===== src/include/ram_expansion_pkg.sv =====
// Package: constants for the RAM expansion glue logic
package ram_expansion_pkg;

  // ----------------------------------------------------------------
  // Array geometry
  // ----------------------------------------------------------------
  localparam int unsigned BANK_COUNT = 4;
  localparam int unsigned DATA_WIDTH = 16;
  localparam int unsigned SMALL_ADDR_WIDTH = 7;
  localparam int unsigned LARGE_ADDR_WIDTH = 8;
  localparam int unsigned LOCAL_ADDR_WIDTH = 10;

  // ----------------------------------------------------------------
  // Values after reset
  // ----------------------------------------------------------------
  localparam logic [7:0] REFRESH_ROW_RESET = 8'h00;
  localparam logic [3:0] COL_STROBE_IDLE = 4'hF;

  // ----------------------------------------------------------------
  // Address driver selection
  // ----------------------------------------------------------------
  typedef enum logic [1:0] {
    SRC_ROW = 2'b00,
    SRC_COL = 2'b01,
    SRC_REFRESH = 2'b10
  } addr_src_type;

endpackage


===== src/verilog/dram_expansion_array_logic.sv =====
// Module: glue logic between the memory controller and the dynamic RAM array
//
// What this block does
// - One shared row strobe to all chips; one of four column strobes picks a bank.
// - Seven muxed address lines to every chip; large variant adds an eighth line.
// - Row strobe passes only during refresh or accesses aimed at this card.
// - Row, column and refresh row addresses are alternative sources, one at a time.
// - Decoder picks source from refresh and column-mux inputs.
// - Refresh row counter advances each time a refresh completes.
// - Sixteen shared data lines plus two parity lines, each reaching one chip per bank.
// - High and low byte write enables each drive half of the array.
// - Transceiver direction follows a buffered memory read command.
// - High byte transceiver enabled when selected and reading or writing high byte.
// - Low byte transceiver enabled when selected and reading or writing low byte.
// - Local address bits 1 to 10 are buffered out to the ROM card connector.
// - ROM card data reaches the shared bus only while its decode is asserted.
`timescale 1ns/1ns
module dram_expansion_array_logic
  import ram_expansion_pkg::*;
#(
  parameter bit LARGE_CHIPS = 1'b0,
  parameter int unsigned ADDR_WIDTH = LARGE_CHIPS ? LARGE_ADDR_WIDTH : SMALL_ADDR_WIDTH
) (
  input wire logic clk,
  input wire logic reset_n,
  input wire logic row_strobe_n,
  input wire logic [BANK_COUNT-1:0] col_strobe_in_n,
  input wire logic refresh_active_n,
  input wire logic card_select_n,
  input wire logic column_mux_n,
  input wire logic refresh_done_n,
  input wire logic [ADDR_WIDTH-1:0] row_addr,
  input wire logic [ADDR_WIDTH-1:0] col_addr,
  input wire logic high_byte_write_en_n,
  input wire logic low_byte_write_en_n,
  input wire logic memory_read_n,
  input wire logic rom_card_decode_n,
  input wire logic [LOCAL_ADDR_WIDTH:1] local_addr,
  input wire logic [DATA_WIDTH-1:0] rom_card_data,
  input wire logic [DATA_WIDTH-1:0] shared_mem_bus_in,
  input wire logic [DATA_WIDTH-1:0] array_data_in,
  input wire logic high_byte_parity_in,
  input wire logic low_byte_parity_in,
  output logic gated_row_strobe_n,
  output logic [BANK_COUNT-1:0] bank_col_strobe_n,
  output logic [ADDR_WIDTH-1:0] array_addr,
  output logic [1:0] addr_src,
  output logic array_write_high_n,
  output logic array_write_low_n,
  output logic [DATA_WIDTH-1:0] array_data_out,
  output logic [DATA_WIDTH-1:0] array_data_oe_n,
  output logic high_byte_parity_out,
  output logic low_byte_parity_out,
  output logic parity_oe_n,
  output logic xcvr_to_bus,
  output logic high_xcvr_enable_n,
  output logic low_xcvr_enable_n,
  output logic [DATA_WIDTH-1:0] shared_mem_bus_out,
  output logic [DATA_WIDTH-1:0] shared_mem_bus_oe_n,
  output logic [LOCAL_ADDR_WIDTH:1] buffered_local_addr,
  output logic [ADDR_WIDTH-1:0] refresh_row
);

  // ----------------------------------------------------------------
  // Input synchronisers: every pin except clk and reset_n passes two flops
  // ----------------------------------------------------------------
  localparam int unsigned SYNC_W = 9 + BANK_COUNT;
  logic [SYNC_W-1:0] ctl_meta_r;
  logic [SYNC_W-1:0] ctl_r;
  logic [2*ADDR_WIDTH-1:0] addr_meta_r;
  logic [2*ADDR_WIDTH-1:0] addr_r;
  logic [DATA_WIDTH-1:0] rom_meta_r;
  logic [DATA_WIDTH-1:0] rom_r;
  logic [DATA_WIDTH-1:0] bus_meta_r;
  logic [DATA_WIDTH-1:0] bus_r;
  logic [DATA_WIDTH+1:0] arr_meta_r;
  logic [DATA_WIDTH+1:0] arr_r;
  logic [LOCAL_ADDR_WIDTH:1] la_meta_r;
  logic [LOCAL_ADDR_WIDTH:1] la_r;

  always_ff @(posedge clk) begin
    if (!reset_n) begin
      ctl_meta_r <= '1;
      ctl_r <= '1;
    end else begin
      ctl_meta_r <= {col_strobe_in_n, row_strobe_n, refresh_active_n, card_select_n, column_mux_n,
                     refresh_done_n, high_byte_write_en_n, low_byte_write_en_n, memory_read_n,
                     rom_card_decode_n};
      ctl_r <= ctl_meta_r;
    end
  end

  always_ff @(posedge clk) begin
    addr_meta_r <= {row_addr, col_addr};
    addr_r <= addr_meta_r;
    rom_meta_r <= rom_card_data;
    rom_r <= rom_meta_r;
    bus_meta_r <= shared_mem_bus_in;
    bus_r <= bus_meta_r;
    arr_meta_r <= {high_byte_parity_in, low_byte_parity_in, array_data_in};
    arr_r <= arr_meta_r;
    la_meta_r <= local_addr;
    la_r <= la_meta_r;
  end

  logic [BANK_COUNT-1:0] cas_s;
  logic ras_s, rf_s, sel_s, colmux_s, refresh_done_n_s, hiwe_s, lowe_s, rd_s, romdc_s;
  assign {cas_s, ras_s, rf_s, sel_s, colmux_s, refresh_done_n_s, hiwe_s, lowe_s, rd_s, romdc_s} = ctl_r;

  // ----------------------------------------------------------------
  // Row strobe gating and bank strobes
  // ----------------------------------------------------------------
  logic ras_ok;
  assign ras_ok = !rf_s || !sel_s;

  always_ff @(posedge clk) begin
    if (!reset_n) begin
      gated_row_strobe_n <= 1'b1;
      bank_col_strobe_n <= COL_STROBE_IDLE;
    end else begin
      gated_row_strobe_n <= ras_s || !ras_ok;
      bank_col_strobe_n <= cas_s;
    end
  end

  // ----------------------------------------------------------------
  // Refresh row counter
  // ----------------------------------------------------------------
  logic refresh_done_n_prev_r;
  logic [ADDR_WIDTH-1:0] refresh_row_r;

  always_ff @(posedge clk) begin
    if (!reset_n) begin
      refresh_done_n_prev_r <= 1'b1;
      refresh_row_r <= REFRESH_ROW_RESET[ADDR_WIDTH-1:0];
    end else begin
      refresh_done_n_prev_r <= refresh_done_n_s;
      if (refresh_done_n_prev_r && !refresh_done_n_s)
        refresh_row_r <= refresh_row_r + 1'b1;
    end
  end
  assign refresh_row = refresh_row_r;

  // ----------------------------------------------------------------
  // Address source decoder and driver
  // ----------------------------------------------------------------
  addr_src_type src_nxt;
  always_comb begin
    if (!rf_s)
      src_nxt = SRC_REFRESH;
    else if (!colmux_s)
      src_nxt = SRC_ROW;
    else
      src_nxt = SRC_COL;
  end

  always_ff @(posedge clk) begin
    if (!reset_n) begin
      array_addr <= '0;
      addr_src <= SRC_ROW;
    end else begin
      addr_src <= src_nxt;
      case (src_nxt)
        SRC_REFRESH: array_addr <= refresh_row_r;
        SRC_ROW: array_addr <= addr_r[2*ADDR_WIDTH-1:ADDR_WIDTH];
        SRC_COL: array_addr <= addr_r[ADDR_WIDTH-1:0];
        default: array_addr <= '0;
      endcase
    end
  end

  // ----------------------------------------------------------------
  // Byte write enables and transceivers
  // ----------------------------------------------------------------
  logic hi_en, lo_en;
  assign hi_en = !sel_s && (!rd_s || !hiwe_s);
  assign lo_en = !sel_s && (!rd_s || !lowe_s);

  always_ff @(posedge clk) begin
    if (!reset_n) begin
      array_write_high_n <= 1'b1;
      array_write_low_n <= 1'b1;
      xcvr_to_bus <= 1'b0;
      high_xcvr_enable_n <= 1'b1;
      low_xcvr_enable_n <= 1'b1;
    end else begin
      array_write_high_n <= hiwe_s;
      array_write_low_n <= lowe_s;
      xcvr_to_bus <= !rd_s;
      high_xcvr_enable_n <= !hi_en;
      low_xcvr_enable_n <= !lo_en;
    end
  end

  // ----------------------------------------------------------------
  // Data paths: array side and shared bus side
  // ----------------------------------------------------------------
  // Byte lanes drive the array only on a write through their transceiver
  always_ff @(posedge clk) begin
    if (!reset_n) begin
      array_data_out <= '0;
      array_data_oe_n <= '1;
      high_byte_parity_out <= 1'b0;
      low_byte_parity_out <= 1'b0;
      parity_oe_n <= 1'b1;
      shared_mem_bus_out <= '0;
      shared_mem_bus_oe_n <= '1;
      buffered_local_addr <= '0;
    end else begin
      array_data_out <= bus_r;
      array_data_oe_n <= {{8{!(hi_en && rd_s)}}, {8{!(lo_en && rd_s)}}};
      high_byte_parity_out <= 1'b0;
      low_byte_parity_out <= 1'b0;
      parity_oe_n <= 1'b1; // Parity generation sits on the processor board
      buffered_local_addr <= la_r;
      if (!romdc_s) begin
        shared_mem_bus_out <= rom_r;
        shared_mem_bus_oe_n <= '0;
      end else if (!rd_s) begin
        shared_mem_bus_out <= arr_r[DATA_WIDTH-1:0];
        shared_mem_bus_oe_n <= {{8{!hi_en}}, {8{!lo_en}}};
      end else begin
        shared_mem_bus_out <= '0;
        shared_mem_bus_oe_n <= '1;
      end
    end
  end

  // ----------------------------------------------------------------
  // Checks
  // ----------------------------------------------------------------
  row_gate_a: assert property (@(posedge clk) disable iff (!reset_n)
    (!ras_s && rf_s && sel_s) |=> gated_row_strobe_n)
    else $error("row strobe leaked to array");
  row_pass_a: assert property (@(posedge clk) disable iff (!reset_n)
    (!ras_s && !rf_s) |=> !gated_row_strobe_n)
    else $error("refresh row strobe lost");
  bank_strobe_a: assert property (@(posedge clk) disable iff (!reset_n)
    1'b1 |=> bank_col_strobe_n == $past(cas_s))
    else $error("column strobe mismatch");
  refresh_src_a: assert property (@(posedge clk) disable iff (!reset_n)
    !rf_s |=> addr_src == SRC_REFRESH && array_addr == $past(refresh_row_r))
    else $error("refresh address not selected");
  row_src_a: assert property (@(posedge clk) disable iff (!reset_n)
    (rf_s && !colmux_s) |=> addr_src == SRC_ROW)
    else $error("row driver not selected");
  counter_step_a: assert property (@(posedge clk) disable iff (!reset_n)
    (refresh_done_n_prev_r && !refresh_done_n_s) |=> refresh_row_r == $past(refresh_row_r) + 1'b1)
    else $error("refresh counter missed step");
  counter_hold_a: assert property (@(posedge clk) disable iff (!reset_n)
    !(refresh_done_n_prev_r && !refresh_done_n_s) |=> $stable(refresh_row_r))
    else $error("refresh counter moved");
  high_xcvr_a: assert property (@(posedge clk) disable iff (!reset_n)
    1'b1 |=> high_xcvr_enable_n == !$past(!sel_s && (!rd_s || !hiwe_s)))
    else $error("high transceiver enable wrong");
  low_xcvr_a: assert property (@(posedge clk) disable iff (!reset_n)
    1'b1 |=> low_xcvr_enable_n == !$past(!sel_s && (!rd_s || !lowe_s)))
    else $error("low transceiver enable wrong");
  direction_a: assert property (@(posedge clk) disable iff (!reset_n)
    1'b1 |=> xcvr_to_bus == !$past(rd_s))
    else $error("transceiver direction wrong");
  rom_drive_a: assert property (@(posedge clk) disable iff (!reset_n)
    romdc_s && rd_s |=> shared_mem_bus_oe_n == '1)
    else $error("bus driven without decode");
  addr_fwd_a: assert property (@(posedge clk) disable iff (!reset_n)
    1'b1 |=> buffered_local_addr == $past(la_r))
    else $error("local address not forwarded");

endmodule // dram_expansion_array_logic


===== config.mk =====
export PLATFORM = sky130hd
export DESIGN_NAME = dram_expansion_array_logic
export DESIGN_NICKNAME = d
export VERILOG_FILES = /design/src/include/ram_expansion_pkg.sv /design/src/verilog/dram_expansion_array_logic.sv
export SDC_FILE = /design/constraint.sdc
export NUM_CORES = 1
export LEC_CHECK = 0
export BUFFER_PORTS_ARGS = -buffer_cell sky130_fd_sc_hd__buf_4
export CAP_MARGIN = 15
export CORE_ASPECT_RATIO = 1.2
export CORE_MARGIN = 10
export CORE_UTILIZATION = 26
export CTS_BUF_LIST = sky130_fd_sc_hd__clkbuf_16
export DETAILED_ROUTE_END_ITERATION = 12
export SLEW_MARGIN = 10
export SYNTH_ARGS = -nofsm -noshare
export SYNTH_HDL_FRONTEND = slang
export SYNTH_SLANG_ARGS = --single-unit
export TNS_END_PERCENT = 20

===== constraint.sdc =====
create_clock -name clk -period 1.28 [get_ports clk]
set_clock_uncertainty 0.05 [all_clocks]
set_input_delay 0.384 -clock clk [delete_from_list [all_inputs] [get_ports clk]]
set_output_delay 0.384 -clock clk [all_outputs]
set_load 0.01 [all_outputs]

# --- Word level (Yosys, flattened, before mapping) ---
# Cells that the tools add are included.
classes:
  add_sub_neg: 1
  eq_ne: 2
  n_mux: 7
  reduce_logical: 21
op_table:
  columns: ["cell", "count"]
  rows:
  - ["$mux 16", 4]
  - ["$pmux 7 s3", 1]
  - ["$logic_not 1->1", 11]
  - ["$add 7x1->7 const B", 1]
  - ["$logic_and 1x1->1", 5]
  - ["$logic_or 1x1->1", 4]
  - ["$eq 2x1->1 const B", 1]
  - ["$eq 2x2->1 const B", 1]
  - ["$logic_not 2->1", 1]
  - ["$mux 2", 1]
  - ["$mux 1", 1]
word_totals:
  ff_bits: 264
  input_bits: 89

# --- Depth between registers and ports, before layout ---
depth:
  depth_word: 6
  mapped_depth: 6

# --- Worst setup path after synthesis ---
# OpenSTA, ideal clock, no wires.
synth_timing:
  path_type: "register to register"
  from: "register refresh_row_r[0], in the netlist refresh_row[0]"
  to: "register refresh_row_r[6], in the netlist refresh_row[6]"
  setup_ns: 0.070
  t_arrival_ns: 1.157
  required_time_ns: 1.160
  slack_ns: 0.003
  path_stages_with_launch: 5
  n_path_buf: 0
  cell_sequence: "dfxtp_1 -> ha_1 -> nand3_1 -> or3_1 -> a21boi_1"
synth_between:
  elab_chain_cells: 1
synth_rtl:
  columns: ["element", "line_no", "text"]
  rows:
  - ["from (decl)", "dram_expansion_array_logic.sv:130", "logic [ADDR_WIDTH-1:0] refresh_row_r;"]
  - ["from (signal assigned)", "dram_expansion_array_logic.sv:135", "refresh_row_r <= REFRESH_ROW_RESET[ADDR_WIDTH-1:0];"]
  - ["from (signal assigned)", "dram_expansion_array_logic.sv:139", "refresh_row_r <= refresh_row_r + 1'b1;"]
  - ["$add 7x1->7", "dram_expansion_array_logic.sv:139", null]
# Every way passes these cells.
# A chain may end at the register's enable or synchronous reset.

# --- Final worst setup path ---
layout_timing:
  from: "register refresh_row_r[1], in the netlist refresh_row[1]"
  to: "output port refresh_row[1]"
layout_lines:
  columns: ["element", "line_no", "text"]
  rows:
  - ["to (decl)", "dram_expansion_array_logic.sv:61", "output logic [ADDR_WIDTH-1:0] refresh_row"]
# No word-level cell between the ends.

==> flow_summary_export.csv <==
group,metric,value,unit
run_status,outcome,"finished with violations",
run_status,violations,"negative setup slack",
die,ios,192,
drt,vias,3726,
finish,register_area,4970,µm²
sta,layout_min_cycle_time,1.51,ns
drt,postRouteAntennaNets,0,
finish,final_common_cell,"dfxtp_1",
setup_path,ff2ff_path_depth,5,
job,drv_cap,0,
synth,async_flop_share,0,%
clocking,clkTransAtPathRegs,0.06,ns
sta,setup_violations,100,
placed_design,dp_hpwl,9100,µm
synth,synth_xor_area_share,0.285,%
setup_path,r2r_slack,0.04,ns
synth,synth_top_family_by_area,"simple AND/OR/NAND/NOR gates",
finish,instances_no_fill,1022,
sta,rsz0062_at_grt,"yes",
finish,fill_cells,2141,
clocking,cts_tree,"done",
drt,via_per_inst,3.65,
min_path,hold_class,"primary input to flop",
clocking,clock_latency,0.51,ns
grt,grt_pass1_vias,4097,
drt,drt_iter0_drc,83,
finish,fin_nets,782,
placed_design,gp_congestion,0.699,
finish,drive_gt1_share,43.8,%
setup_path,critPathMaxFanout,2,
sta,post-route-worst-setup-slack,-0.232,ns
setup_path,worstPathRequired,0.85,ns
finish,n_antenna_cell,0,
placed_design,placedCellCount,897,
grt,antenna_found_initial,1,
synth,synth-main-ff-cell,"dfxtp_1",
synth,synth_cell_types,32,
synth,synthSimpleGateAreaFrac,9.26,%
min_path,holdPathStages,2,
grt,grt_pass1_wl,22300,µm
finish,final_cell_mix,"dfxtp_1 (176), buf_4 (120), buf_6 (81)",
synth,syn_inst,429,
synth,synth-compound-area-share,4.27,%
sta,period_share,118,%
synth,ys_ff_latch,243,
drt,routed_wl,13900,µm
placed_design,port_buffers,186,
setup_path,crit_type,"flop to output port",
die,die_w,160,µm
clocking,cts_root_buffer,"clkbuf_16",
finish,area.growth.synth_to_final,59.5,%
synth,yosysWarnings,0,
clocking,clock-sinks,243,
grt,grt.overflow.total,0,
die,die_h,188,µm
die,core,23200,µm²
setup_path,worstSetupEndpointType,"output port",
synth,synth_fa_ha_area_share,0.203,%
placed_design,dpl_worst_slack,0.0167,ns
synth,yosysSeqAreaShare,79.1,%
setup_path,arrival,1.08,ns
clocking,cts_max_path_buffers,3,
synth,synth_mux_area_share,1.46,%
sta,max_freq,0.661,GHz
power_and_ir_drop,power_leakage,4.34,nW
synth,synth_edf_count,0,
finish,multiInputGateArea,987,µm²
synth,avgSynthCellArea,14.3,µm²
die,rows,61,
grt,grt_start_max_net_pins,49,
clocking,htreeDepth,1,
clocking,numCtsBuffers,24,
sta,hold_viol_final,0,
drt,wl_per_cell,13.6,µm
drt,dr.pass1.iters,4,
grt,grt_usage,8.99,%
power_and_ir_drop,irDropWorstVdd,1500,µV
drt,drcViolationCount,0,
power_and_ir_drop,power_density,1640,nW/µm²
die,start_util,26.5,%
sta,slew_violations,0,
synth,netlist_area,6150,µm²
die,die_area,30200,µm²
setup_path,start_kind,"flop",
[critical path: stages (launching register included)]
cell	delay [ns]
dfxtp_2	0.34
buf_6	0.12
buf_6	0.11
[cells in the mapped netlist, types with 5 or more instances]
master	count	share of area (%)
a22o_1	16	2.3
and2_1	28	2.8
buf_2	5	0.41
buf_4	32	3.9
clkbuf_1	7	0.43
dfxtp_1	243	79
mux2i_1	9	1.5
nand2_1	9	0.55
nand2b_1	33	3.4
nor2b_1	5	0.51
o211a_1	7	1.1
[layout make-up]
type | count | share of cell area (%)
Multi-Input combinational cell | 139 | 10.1
Clock inverter | 16 | 1.85
Timing Repair Buffer | 282 | 27.0
Inverter | 2 | 0.0766
Sequential cell | 243 | 50.6
Tap cell | 315 | 4.02
Clock buffer | 25 | 6.38
[flip-flops by register name, indices dropped and copies added, names as in the netlist, 10 cells and up]
register	flops
arr_meta_r	16
shared_mem_bus_out	16
addr_meta_r	14
rom_meta_r	16
buffered_local_addr	10
la_r	10
rom_r	16
arr_r	16
ctl_meta_r	13
bus_r	16
addr_r	14
la_meta_r	10
bus_meta_r	16
ctl_r	13
array_data_out	16
[metal layers]
metal	part of all wire (%)	wire [µm]	track usage, %
met1	39	5440	9.55
met5	0.14	20	0
met4	2.3	317	2.86
met3	9.6	1340	4.08
met2	49	6780	15.5
[power by group]
part	switching (mW)	internal, mW	total (mW)
registers	0.109	7.94	8.05
clock network	2.76	4.32	7.08
logic	0.301	0.620	0.921
total	3.17	12.9	16.1
[worst paths after layout]
path                                from                           to
min reg2reg        arr_meta_r[0]$_DFF_P_             arr_r[0]$_DFF_P_
max          refresh_row[1]$_SDFFE_PN0P_               refresh_row[1]
max reg2reg  refresh_row[1]$_SDFFE_PN0P_  refresh_row[5]$_SDFFE_PN0P_
min                   col_strobe_in_n[3]    ctl_meta_r[12]$_SDFF_PN1_
[per-stage QoR]
| stage | instance area, µm² | total power [mW] | TNS, ns | hold slack, ns | util [%] |
|---|---|---|---|---|---|
| after floorplan | 6150 | 8.43 | 0 | 0.260 | - |
| after global placement | 7740 | 8.85 | 0 | 0.260 | 33.4 |
| after detailed placement | 7740 | 8.86 | 0 | 0.262 | 33.4 |
| after CTS | 9740 | 16.3 | -15.65 | 0.00165 | 42.0 |
| after global routing | 9810 | 16.8 | -17.08 | 0.00609 | 42.3 |
| final | 9810 | 16.1 | -12.40 | 0.0146 | 42.3 |
[logic make-up (layout without fill, tap and decap cells)]
group,Yosys count,count (layout)
buffers and inverters,48,325
other,2,3
flip-flops,243,243
AND/OR/NAND/NOR,93,93
AO/OA/AOI/OAI,31,31
XOR/XNOR,2,2
multiplexers,9,9
adder cells (fa/ha/maj),1,1
[repair_timing]
item,in CTS,in global routing
pin swaps,0,2
buffers inserted,6,0
endpoints found under the setup margin,100,103
resized for setup,127,31
endpoints found under the hold margin,79,0
hold buffers,79,0
Note: power is estimated with default switching activity, not from simulation.
